===== src/common/ee_pkg.sv =====
// Shared constants and types for the serial EEPROM status and framing core.
// Assumes a single 125 MHz system clock samples every serial pin.
package ee_pkg;

  // ----------------------------------------------------------------------
  // Command opcodes
  // ----------------------------------------------------------------------
  localparam logic [7:0] OP_SET_LATCH = 8'h06;  // set_write_latch_cmd
  localparam logic [7:0] OP_CLR_LATCH = 8'h04;  // clear_write_latch_cmd
  localparam logic [7:0] OP_READ      = 8'h03;
  localparam logic [7:0] OP_WRITE     = 8'h02;
  localparam logic [7:0] OP_STAT_RD   = 8'h05;  // status_read_cmd
  localparam logic [7:0] OP_STAT_WR   = 8'h01;  // status_write_cmd

  // ----------------------------------------------------------------------
  // Status register layout and reset values
  // ----------------------------------------------------------------------
  localparam int PIN_EN_BIT = 7;                // protect_pin_enable
  localparam int BP_HI_BIT  = 3;                // block_protect_high
  localparam int BP_LO_BIT  = 2;                // block_protect_low
  localparam int LATCH_BIT  = 1;
  localparam int BUSY_BIT   = 0;
  localparam logic [2:0] NV_RESET    = 3'h0;    // {pin enable, bp high, low}
  localparam logic       LATCH_RESET = 1'h0;

  // ----------------------------------------------------------------------
  // Array protection and geometry
  // ----------------------------------------------------------------------
  localparam int ADDR_W = 10;
  localparam logic [9:0] PROT_QTR_BASE  = 10'h300;
  localparam logic [9:0] PROT_HALF_BASE = 10'h200;
  localparam int FIFO_DEPTH = 8;

  // ----------------------------------------------------------------------
  // Timing
  // ----------------------------------------------------------------------
  localparam int WRITE_TIME_MS = 5;             // internal_write_cycle_time
  localparam int CLK_PERIOD_NS = 8;
  localparam int WRITE_CYCLES  = WRITE_TIME_MS * 1000000 / CLK_PERIOD_NS;

  // ----------------------------------------------------------------------
  // Types
  // ----------------------------------------------------------------------
  typedef struct packed {
    logic hold_n;
    logic wp_n;
    logic cs_n;
    logic sck;
    logic si;
  } pins_t;

  localparam logic [4:0] PINS_IDLE = 5'h1C;     // Hold, protect, select high

  typedef struct packed {
    logic [ADDR_W-1:0] addr;
    logic [7:0]        data;
  } arr_word_t;

  typedef enum logic [4:0] {
    F_IDLE = 5'b00001,
    F_ADDR = 5'b00010,
    F_DATA = 5'b00100,
    F_STAT = 5'b01000,
    F_SKIP = 5'b10000
  } frame_t;

endpackage : ee_pkg


===== src/core/pin_sync.sv =====
// Two-flop synchronisers, one per bit, for the serial pins.
// Assumes the pins are asynchronous to CLK.
`timescale 1ns/1ps
`default_nettype none
module pin_sync #(
  parameter int           W   = 5,
  parameter logic [W-1:0] RST = '0
) (
  input  wire logic         CLK,
  input  wire logic         RESET_N,
  input  wire logic [W-1:0] d,
  output var  logic [W-1:0] q
);
  // ----------------------------------------------------------------------
  // Per-bit chain; the first stage feeds only the second
  // ----------------------------------------------------------------------
  for (genvar i = 0; i < W; i++) begin : g_bit
    logic meta_q;
    always_ff @(posedge CLK or negedge RESET_N) begin
      if (!RESET_N) begin
        meta_q <= RST[i];
        q[i]   <= RST[i];
      end else begin
        meta_q <= d[i];
        q[i]   <= meta_q;
      end
    end
  end
endmodule : pin_sync
`default_nettype wire


===== src/core/word_fifo.sv =====
// Synchronous FIFO with valid/ready on both sides and a flush.
// Assumes push and pop come from logic on CLK.
`timescale 1ns/1ps
`default_nettype none
module word_fifo #(
  parameter int W     = 18,
  parameter int DEPTH = 8
) (
  input  wire logic         CLK,
  input  wire logic         RESET_N,
  input  wire logic         flush,
  input  wire logic         in_valid,
  output var  logic         in_ready,
  input  wire logic [W-1:0] in_data,
  output var  logic         out_valid,
  input  wire logic         out_ready,
  output var  logic [W-1:0] out_data
);
  localparam int AW = $clog2(DEPTH);
  logic [W-1:0]  mem [DEPTH];
  logic [AW-1:0] wr_q, wr_d, rd_q, rd_d;
  logic [AW:0]   cnt_q, cnt_d;
  logic          push, pop;

  // ----------------------------------------------------------------------
  // Pointer and count update
  // ----------------------------------------------------------------------
  always_comb begin
    in_ready  = (cnt_q != (AW+1)'(DEPTH));
    out_valid = (cnt_q != '0);
    out_data  = mem[rd_q];
    push      = in_valid & in_ready;
    pop       = out_valid & out_ready;
    wr_d      = push ? AW'((wr_q + 1'b1) % DEPTH) : wr_q;
    rd_d      = pop ? AW'((rd_q + 1'b1) % DEPTH) : rd_q;
    cnt_d     = cnt_q + (AW+1)'(push) - (AW+1)'(pop);
    if (flush) begin
      wr_d  = '0;
      rd_d  = '0;
      cnt_d = '0;
    end
  end

  always_ff @(posedge CLK or negedge RESET_N) begin
    if (!RESET_N) begin
      wr_q  <= '0;
      rd_q  <= '0;
      cnt_q <= '0;
    end else begin
      wr_q  <= wr_d;
      rd_q  <= rd_d;
      cnt_q <= cnt_d;
    end
  end

  // Storage has no reset; only written entries are ever read
  always_ff @(posedge CLK) begin
    if (push && !flush) begin
      mem[wr_q] <= in_data;
    end
  end
endmodule : word_fifo
`default_nettype wire


===== src/core/ee_status_core.sv =====
// Serial framing, command handling and status register of the EEPROM.
// Assumes the serial pins come straight from the host; the array itself
// and its storage of the protect bits sit outside, on CLK.
`timescale 1ns/1ps
`default_nettype none
module ee_status_core #(
  parameter int WRITE_CYCLES = ee_pkg::WRITE_CYCLES
) (
  input  wire logic                     CLK,
  input  wire logic                     RESET_N,
  input  wire logic                     SCK,
  input  wire logic                     CS_N,
  input  wire logic                     SI,
  input  wire logic                     HOLD_N,
  input  wire logic                     WP_N,
  output var  logic                     SO,
  output var  logic                     SO_OE,
  input  wire logic [2:0]               NV_BITS_IN,
  output var  logic [2:0]               NV_BITS_OUT,
  output var  logic                     NV_SAVE,
  output var  logic                     BUSY,
  output var  logic                     ARR_VALID,
  input  wire logic                     ARR_READY,
  output var  logic [ee_pkg::ADDR_W-1:0] ARR_ADDR,
  output var  logic [7:0]               ARR_DATA
);
  localparam int TW = $clog2(WRITE_CYCLES + 1);

  ee_pkg::pins_t      pins_raw, p;
  ee_pkg::frame_t     st_q, st_d;
  ee_pkg::arr_word_t  push_word, pop_word;
  logic [2:0]  bitcnt_q, bitcnt_d;
  logic [6:0]  shin_q, shin_d, shout_q, shout_d;
  logic [9:0]  addr_q, addr_d, push_addr;
  logic [3:0]  idx_q, idx_d;
  logic [7:0]  stat_byte_q, stat_byte_d, byte_w, status_w;
  logic [2:0]  nv_q, nv_d;
  logic [TW-1:0] timer_q, timer_d;
  logic sck_q, cs_q, op_mem_q, op_mem_d, got_q, got_d, cancel_q, cancel_d;
  logic wen_q, wen_d, loaded_q, loaded_d, busy_q, busy_d, drain_q, drain_d;
  logic save_q, save_d, so_q, so_d;
  logic rise, fall, cs_rise, byte_done, prot, push, commit, flush;
  logic f_in_ready, f_out_valid;

  // ----------------------------------------------------------------------
  // Pin capture
  // ----------------------------------------------------------------------
  assign pins_raw = '{hold_n: HOLD_N, wp_n: WP_N, cs_n: CS_N,
                      sck: SCK, si: SI};

  pin_sync #(.W(5), .RST(ee_pkg::PINS_IDLE)) u_sync (
    .CLK     (CLK),
    .RESET_N (RESET_N),
    .d       (pins_raw),
    .q       (p)
  );

  // ----------------------------------------------------------------------
  // Edge detection and decode terms
  // ----------------------------------------------------------------------
  // Edges are found on the sampled clock, so idle level does not matter
  assign rise = p.sck & ~sck_q & ~p.cs_n & p.hold_n;
  assign fall = ~p.sck & sck_q & ~p.cs_n & p.hold_n;
  assign cs_rise   = p.cs_n & ~cs_q;
  assign byte_done = rise & (bitcnt_q == 3'h7);
  assign byte_w    = {shin_q, p.si};
  assign status_w  = {nv_q[2], 3'h0, nv_q[1:0], wen_q, busy_q};
  // Page address wraps in its low nibble
  assign push_addr = {addr_q[9:4], 4'(addr_q[3:0] + idx_q)};

  // Protected region decode
  always_comb begin
    case (nv_q[1:0])
      2'h0:    prot = 1'b0;
      2'h1:    prot = (push_addr >= ee_pkg::PROT_QTR_BASE);
      2'h2:    prot = (push_addr >= ee_pkg::PROT_HALF_BASE);
      default: prot = 1'b1;
    endcase
  end

  assign push = byte_done & (st_q == ee_pkg::F_DATA) & op_mem_q &
                ~prot & ~cancel_q;
  // Commit only on select rising at a byte boundary with data taken
  assign commit = cs_rise & (st_q == ee_pkg::F_DATA) &
                  (bitcnt_q == 3'h0) & got_q & ~cancel_q & wen_q &
                  ~busy_q &
                  (op_mem_q | ~(nv_q[2] & ~p.wp_n));
  // Uncommitted page data is thrown away with the frame
  assign flush = cs_rise & ~commit & ~drain_q;

  // ----------------------------------------------------------------------
  // Frame, command and status state
  // ----------------------------------------------------------------------
  always_comb begin
    st_d = st_q;  bitcnt_d = bitcnt_q;  shin_d = shin_q;
    addr_d = addr_q;  idx_d = idx_q;  stat_byte_d = stat_byte_q;
    op_mem_d = op_mem_q;  got_d = got_q;  cancel_d = cancel_q;
    wen_d = wen_q;  nv_d = nv_q;  loaded_d = 1'b1;  save_d = 1'b0;
    busy_d = busy_q;  drain_d = drain_q;  timer_d = timer_q;
    if (!loaded_q) begin
      nv_d = NV_BITS_IN;                          // Restore stored bits
    end
    if (p.cs_n) begin
      st_d     = ee_pkg::F_IDLE;
      bitcnt_d = 3'h0;
    end else if (rise) begin
      bitcnt_d = 3'(bitcnt_q + 3'h1);
      shin_d   = byte_w[6:0];
      if (bitcnt_q == 3'h7) begin
        case (st_q)
          ee_pkg::F_IDLE: begin
            got_d    = 1'b0;
            cancel_d = 1'b0;
            idx_d    = 4'h0;
            if (busy_q && byte_w != ee_pkg::OP_STAT_RD) begin
              st_d = ee_pkg::F_SKIP;
            end else begin
              case (byte_w)
                ee_pkg::OP_SET_LATCH: begin
                  wen_d = 1'b1;
                  st_d  = ee_pkg::F_SKIP;
                end
                ee_pkg::OP_CLR_LATCH: begin
                  wen_d = 1'b0;
                  st_d  = ee_pkg::F_SKIP;
                end
                ee_pkg::OP_STAT_RD: st_d = ee_pkg::F_STAT;
                ee_pkg::OP_STAT_WR: begin
                  op_mem_d = 1'b0;
                  st_d     = ee_pkg::F_DATA;
                end
                ee_pkg::OP_WRITE: begin
                  op_mem_d = 1'b1;
                  st_d     = ee_pkg::F_ADDR;
                end
                default: st_d = ee_pkg::F_SKIP;   // Array read lives outside
              endcase
            end
          end
          ee_pkg::F_ADDR: begin
            if (!got_q) begin
              addr_d[9:8] = byte_w[1:0];
              got_d       = 1'b1;
            end else begin
              addr_d[7:0] = byte_w;
              got_d       = 1'b0;
              st_d        = ee_pkg::F_DATA;
            end
          end
          ee_pkg::F_DATA: begin
            got_d       = 1'b1;
            stat_byte_d = byte_w;
            if (op_mem_q) begin
              idx_d = 4'(idx_q + 4'h1);
            end
          end
          default: ;
        endcase
      end
    end
    // A page longer than the buffer cancels the write
    if (push && !f_in_ready) begin
      cancel_d = 1'b1;
    end
    if (commit) begin
      wen_d   = 1'b0;
      busy_d  = 1'b1;
      drain_d = 1'b1;
      timer_d = TW'(WRITE_CYCLES - 1);
      if (!op_mem_q) begin
        nv_d   = {stat_byte_q[ee_pkg::PIN_EN_BIT],
                  stat_byte_q[ee_pkg::BP_HI_BIT:ee_pkg::BP_LO_BIT]};
        save_d = 1'b1;
      end
    end else if (busy_q) begin
      if (timer_q != '0) begin
        timer_d = TW'(timer_q - 1'b1);
      end else if (!f_out_valid) begin
        busy_d  = 1'b0;
        drain_d = 1'b0;
      end
    end
  end

  // Latch resets clear, as after a power cycle; protect bits reload
  always_ff @(posedge CLK or negedge RESET_N) begin
    if (!RESET_N) begin
      st_q <= ee_pkg::F_IDLE;  bitcnt_q <= 3'h0;  shin_q <= 7'h00;
      addr_q <= 10'h000;  idx_q <= 4'h0;  stat_byte_q <= 8'h00;
      op_mem_q <= 1'b0;  got_q <= 1'b0;  cancel_q <= 1'b0;
      wen_q <= ee_pkg::LATCH_RESET;
      nv_q <= ee_pkg::NV_RESET;  loaded_q <= 1'b0;  save_q <= 1'b0;
      busy_q <= 1'b0;  drain_q <= 1'b0;  timer_q <= '0;
      sck_q <= 1'b0;  cs_q <= 1'b1;
    end else begin
      st_q <= st_d;  bitcnt_q <= bitcnt_d;  shin_q <= shin_d;
      addr_q <= addr_d;  idx_q <= idx_d;  stat_byte_q <= stat_byte_d;
      op_mem_q <= op_mem_d;  got_q <= got_d;  cancel_q <= cancel_d;
      wen_q <= wen_d;  nv_q <= nv_d;  loaded_q <= loaded_d;
      save_q <= save_d;  busy_q <= busy_d;  drain_q <= drain_d;
      timer_q <= timer_d;  sck_q <= p.sck;  cs_q <= p.cs_n;
    end
  end

  // ----------------------------------------------------------------------
  // Serial output
  // ----------------------------------------------------------------------
  // Status repeats every eight clocks for as long as select stays low
  always_comb begin
    so_d    = so_q;
    shout_d = shout_q;
    if (fall && st_q == ee_pkg::F_STAT) begin
      if (bitcnt_q == 3'h0) begin
        {so_d, shout_d} = status_w;
      end else begin
        {so_d, shout_d} = {shout_q, 1'b0};
      end
    end
  end

  always_ff @(posedge CLK or negedge RESET_N) begin
    if (!RESET_N) begin
      so_q    <= 1'b0;
      shout_q <= 7'h00;
    end else begin
      so_q    <= so_d;
      shout_q <= shout_d;
    end
  end

  assign SO          = so_q;
  assign SO_OE       = ~p.cs_n & p.hold_n & (st_q == ee_pkg::F_STAT);
  assign NV_BITS_OUT = nv_q;
  assign NV_SAVE     = save_q;
  assign BUSY        = busy_q;

  // ----------------------------------------------------------------------
  // Page buffer toward the array; drained only once the write commits
  // ----------------------------------------------------------------------
  assign push_word = '{addr: push_addr, data: byte_w};

  word_fifo #(.W(18), .DEPTH(ee_pkg::FIFO_DEPTH)) u_fifo (
    .CLK       (CLK),
    .RESET_N   (RESET_N),
    .flush     (flush),
    .in_valid  (push),
    .in_ready  (f_in_ready),
    .in_data   (push_word),
    .out_valid (f_out_valid),
    .out_ready (ARR_READY & drain_q),
    .out_data  (pop_word)
  );

  assign ARR_VALID = f_out_valid & drain_q;
  assign ARR_ADDR  = pop_word.addr;
  assign ARR_DATA  = pop_word.data;
endmodule : ee_status_core
`default_nettype wire


===== config.mk =====
export PLATFORM = sky130hd
export DESIGN_NAME = ee_status_core
export DESIGN_NICKNAME = d
export VERILOG_FILES = /design/src/common/ee_pkg.sv /design/src/core/pin_sync.sv /design/src/core/word_fifo.sv /design/src/core/ee_status_core.sv
export SDC_FILE = /design/constraint.sdc
export NUM_CORES = 1
export LEC_CHECK = 0
export BUFFER_PORTS_ARGS = -buffer_cell sky130_fd_sc_hd__buf_4
export CAP_MARGIN = 25
export CORE_MARGIN = 4
export CORE_UTILIZATION = 50
export CTS_BUF_LIST = sky130_fd_sc_hd__clkbuf_2
export DETAILED_ROUTE_END_ITERATION = 12
export HOLD_SLACK_MARGIN = 0.02
export PLACE_DENSITY = 0.66
export REMOVE_ABC_BUFFERS = 1
export SLEW_MARGIN = 40
export SYNTH_ARGS = -nofsm -noshare
export SYNTH_HDL_FRONTEND = slang
export SYNTH_SLANG_ARGS = --single-unit

===== constraint.sdc =====
create_clock -name CLK -period 6.75 [get_ports CLK]
set_input_delay 2.025 -clock CLK [delete_from_list [all_inputs] [get_ports CLK]]
set_output_delay 2.025 -clock CLK [all_outputs]
set_load 0.1 [all_outputs]

==> results.json <==
{
  "synthSimpleGateAreaFrac": 0.08837,
  "die_y_um": 148.8,
  "io_buffers": 36,
  "antenna_found_initial": 1,
  "io-pin-count": 37,
  "ctsRootBufferMaster": "clkbuf_2",
  "drt_iter0_drc": 377,
  "crit_chain": "buf_4 -> mux4_2 -> mux2_2 -> buf_4",
  "fmax_mhz": 199.9,
  "syn_area_sq_um": 9911,
  "dieArea_sq_um": 22140,
  "cp_slowest_cell": "dfrtp_4",
  "yosysWarnings": 0,
  "crit_path_start_kind": "register",
  "end_kind": "output pin",
  "worstPathMaxFanout": 23,
  "insertion_delay_ns": 0.82,
  "cts.repair.resized": 0,
  "synthMuxAreaShare": 0.1362,
  "critical_path.max_stage_delay_ns": 0.72,
  "drive_gt1_frac": 0.3106,
  "netlist_instances": 629,
  "wl_mm": 18.98,
  "hold_path.class": "reg -> reg",
  "vias": 5581,
  "place_congestion": 0.8086,
  "nNetsFinal": 741,
  "crit_path_end": "ARR_ADDR[7]",
  "ff2ff_path_depth": 6,
  "vias_per_cell": 5.424,
  "fin_util": 0.5677,
  "rsz0062_at_grt": "false",
  "numCtsBuffers": 59,
  "finalCriticalPeriod_ns": 5.003,
  "period_share": 0.7412,
  "synth_compound_area_frac": 0.04116,
  "slew_viol_final": 0,
  "cts_setup_buffers": 0,
  "clk_pin_slew_ns": 0.11,
  "reg2reg_from": "op_mem_q$_DFFE_PN0P_",
  "finalClockSkew_ns": 0.04600,
  "drt_first_pass_iters": 4,
  "finalSetupViolations": 0,
  "ir_worst_vdd_mv": 0.1175,
  "rows": 51,
  "p_per_area_nw_per_um2": 235.2,
  "synth_edf_count": 144,
  "ant_nets": 0,
  "crit_start": "u_fifo.rd_q[0]$_DFFE_PN0P_",
  "grt_usage": 0.1783,
  "synthAdderAreaFrac": 0.02424,
  "synth_top_area_cell": "edfxtp_1",
  "first_global_vias": 5983,
  "finalInstanceArea_sq_um": 11050,
  "start_util": 0.5092,
  "status": "finished, final reports clean",
  "finalSetupTns_ns": 0,
  "worst_pin_slew_ns": 0.7807,
  "crit_top_cell": "buf_4",
  "hpwl_mm": 11.76,
  "grt_pass1_wl_mm": 31.03,
  "cts_tree": "done",
  "syn_avg_cell_area_sq_um": 15.76,
  "hold_ws_ns": 0.3500,
  "cp.required_ns": 4.72,
  "worstPathArrival_ns": 2.98,
  "p_leak_uw": 0.004153,
  "grt_max_degree": 81,
  "cts_max_level": 2,
  "placed_cell_area_sq_um": 10510,
  "grt-ovfl-total": 0,
  "core_sq_um": 19460,
  "synth_xor_area_frac": 0.01944,
  "synth_top_area_frac": 0.4363,
  "cts_buffer_depth": 3,
  "synth.distinct_cells": 61,
  "ys_dominant_reg_cell": "edfxtp_1",
  "reg2reg_slack_ns": 3.57,
  "ys_seq_elements": 237,
  "cap_violations": 0,
  "die_w_um": 148.8,
  "synth_top_family_by_area": "multiplexers",
  "synth_area_leaders": "edfxtp_1, dfrtp_1, mux4_2",
  "drc": 0,
  "ys_seq_area_frac": 0.6721,
  "crit_type": "reg -> out",
  "cts.sinks": 237,
  "hold_viol_final": 0,
  "finalPower_uw": 2599,
  "synthArstFlopShare": 0.3924,
  "avgRoutedWirePerCell_um": 18.44,
  "relSlewSlack": 0.4755,
  "hold_buffers": 0,
  "areaGrowthSynthToFinish_pct": 11.49,
  "reg2reg_to": "u_fifo.mem[7][14]$_DFFE_PP_"
}
[sequential cells by signal (all words and copies together), names as in the netlist, 4 cells and up]
| name | cells |
|---|---|
| addr_q | 10 |
| idx_q | 4 |
| shin_q | 7 |
| shout_q | 7 |
| st_q | 5 |
| timer_q | 20 |
| u_fifo.cnt_q | 4 |
| u_fifo.mem | 144 |
| u_sync.g_bit.meta_q | 5 |
| u_sync.q | 5 |
[cell type report]
class | count | area (sq um)
timing repair buffer | 49 | 371.6
antenna | 1 | 2.502
multi-input combinational | 352 | 3092
clock inverter | 28 | 116.4
sequential | 237 | 6666
clock buffer | 84 | 420.4
fill | 1576 | 8413
inverter | 13 | 48.80
tap | 265 | 331.6
[cells by family (layout without fill, tap and decap cells)]
group                      after synthesis  count (layout)
DFF                                    237             237
and+or+nand+nor                        164             164
muxes                                   85              85
AOI/OAI and AO/OA                       62              62
buffers and inverters                   40             174
xor gates and xnor gates                22              22
adders and majority gates               18              18
other                                    1               2
[placed cells by master (no fill, tap or decap), drive strengths merged, types with 10 or more instances in the layout]
cell type,netlist,routed
edfxtp,144,144
dfrtp,85,85
clkbuf,18,84
buf,9,49
nand2,41,41
nor2,40,40
mux2,39,39
mux4,36,36
clkinv,0,27
o21ai,24,24
ha,16,16
inv,13,13
xor2,13,13
nor3,13,13
mux2i,10,10
[synthesized netlist by cell type, types with 3 or more instances]
library cell	number
nand2_1	41
nor3_1	13
nor2b_1	6
and2_1	3
edfxtp_1	144
dfstp_2	8
nand2b_1	6
ha_1	16
mux4_2	36
buf_2	5
nand3_1	9
or3_1	6
o31a_1	3
clkbuf_1	18
xnor2_1	9
dfrtp_1	85
buf_6	3
nor2_1	40
o31ai_1	3
nor4b_1	3
inv_1	13
and3_1	7
nand4_1	8
o21ai_0	21
mux2i_1	10
a21oi_1	9
mux2_2	39
a22o_1	4
nor4_1	5
xor2_1	13
[routing by layer]
| metal | part of all wire | track usage |
|---|---|---|
| met1 | 0.43 | 0.2324 |
| met2 | 0.51 | 0.3008 |
| met3 | 0.049 | 0.03768 |
| met4 | 0.015 | 0.06178 |
| met5 | 0 | 0 |
[where the power goes]
group	switching (uW)	total (uW)	internal, uW
Combinational	48.3	77.8	29.5
Sequential	50.9	1620	1570
Clock	556	899	342
Total	656	2600	1940
[how the worst min path moves through the flow]
stage,start,endpoint,cells past startpoint
floorplan,u_sync.g_bit[0].meta_q$_DFF_PN0_,u_sync.q[0]$_DFF_PN0_,0
global placement,u_sync.g_bit[1].meta_q$_DFF_PN0_,u_sync.q[1]$_DFF_PN0_,0
detailed placement,u_sync.g_bit[1].meta_q$_DFF_PN0_,u_sync.q[1]$_DFF_PN0_,0
CTS,u_sync.g_bit[0].meta_q$_DFF_PN0_,u_sync.q[0]$_DFF_PN0_,0
global route,u_sync.g_bit[0].meta_q$_DFF_PN0_,u_sync.q[0]$_DFF_PN0_,0
finish,u_sync.g_bit[4].meta_q$_DFF_PN1_,u_sync.q[4]$_DFF_PN1_,0
[critical path: cells and delay by family, from the launching register on]
kind / cells / cell delay (ns)
muxes: 2 / 0.83
DFF: 1 / 0.72
buffers and inverters: 2 / 0.65
[metrics by stage]
stage               std cells  setup WS [ns]
detailed placement        916          2.273
floorplan                 602          2.024
finish                   1029          1.747
global placement          916          2.311
CTS                      1028          1.340
global route             1029          1.468
Power figures use the tool's default switching activity.
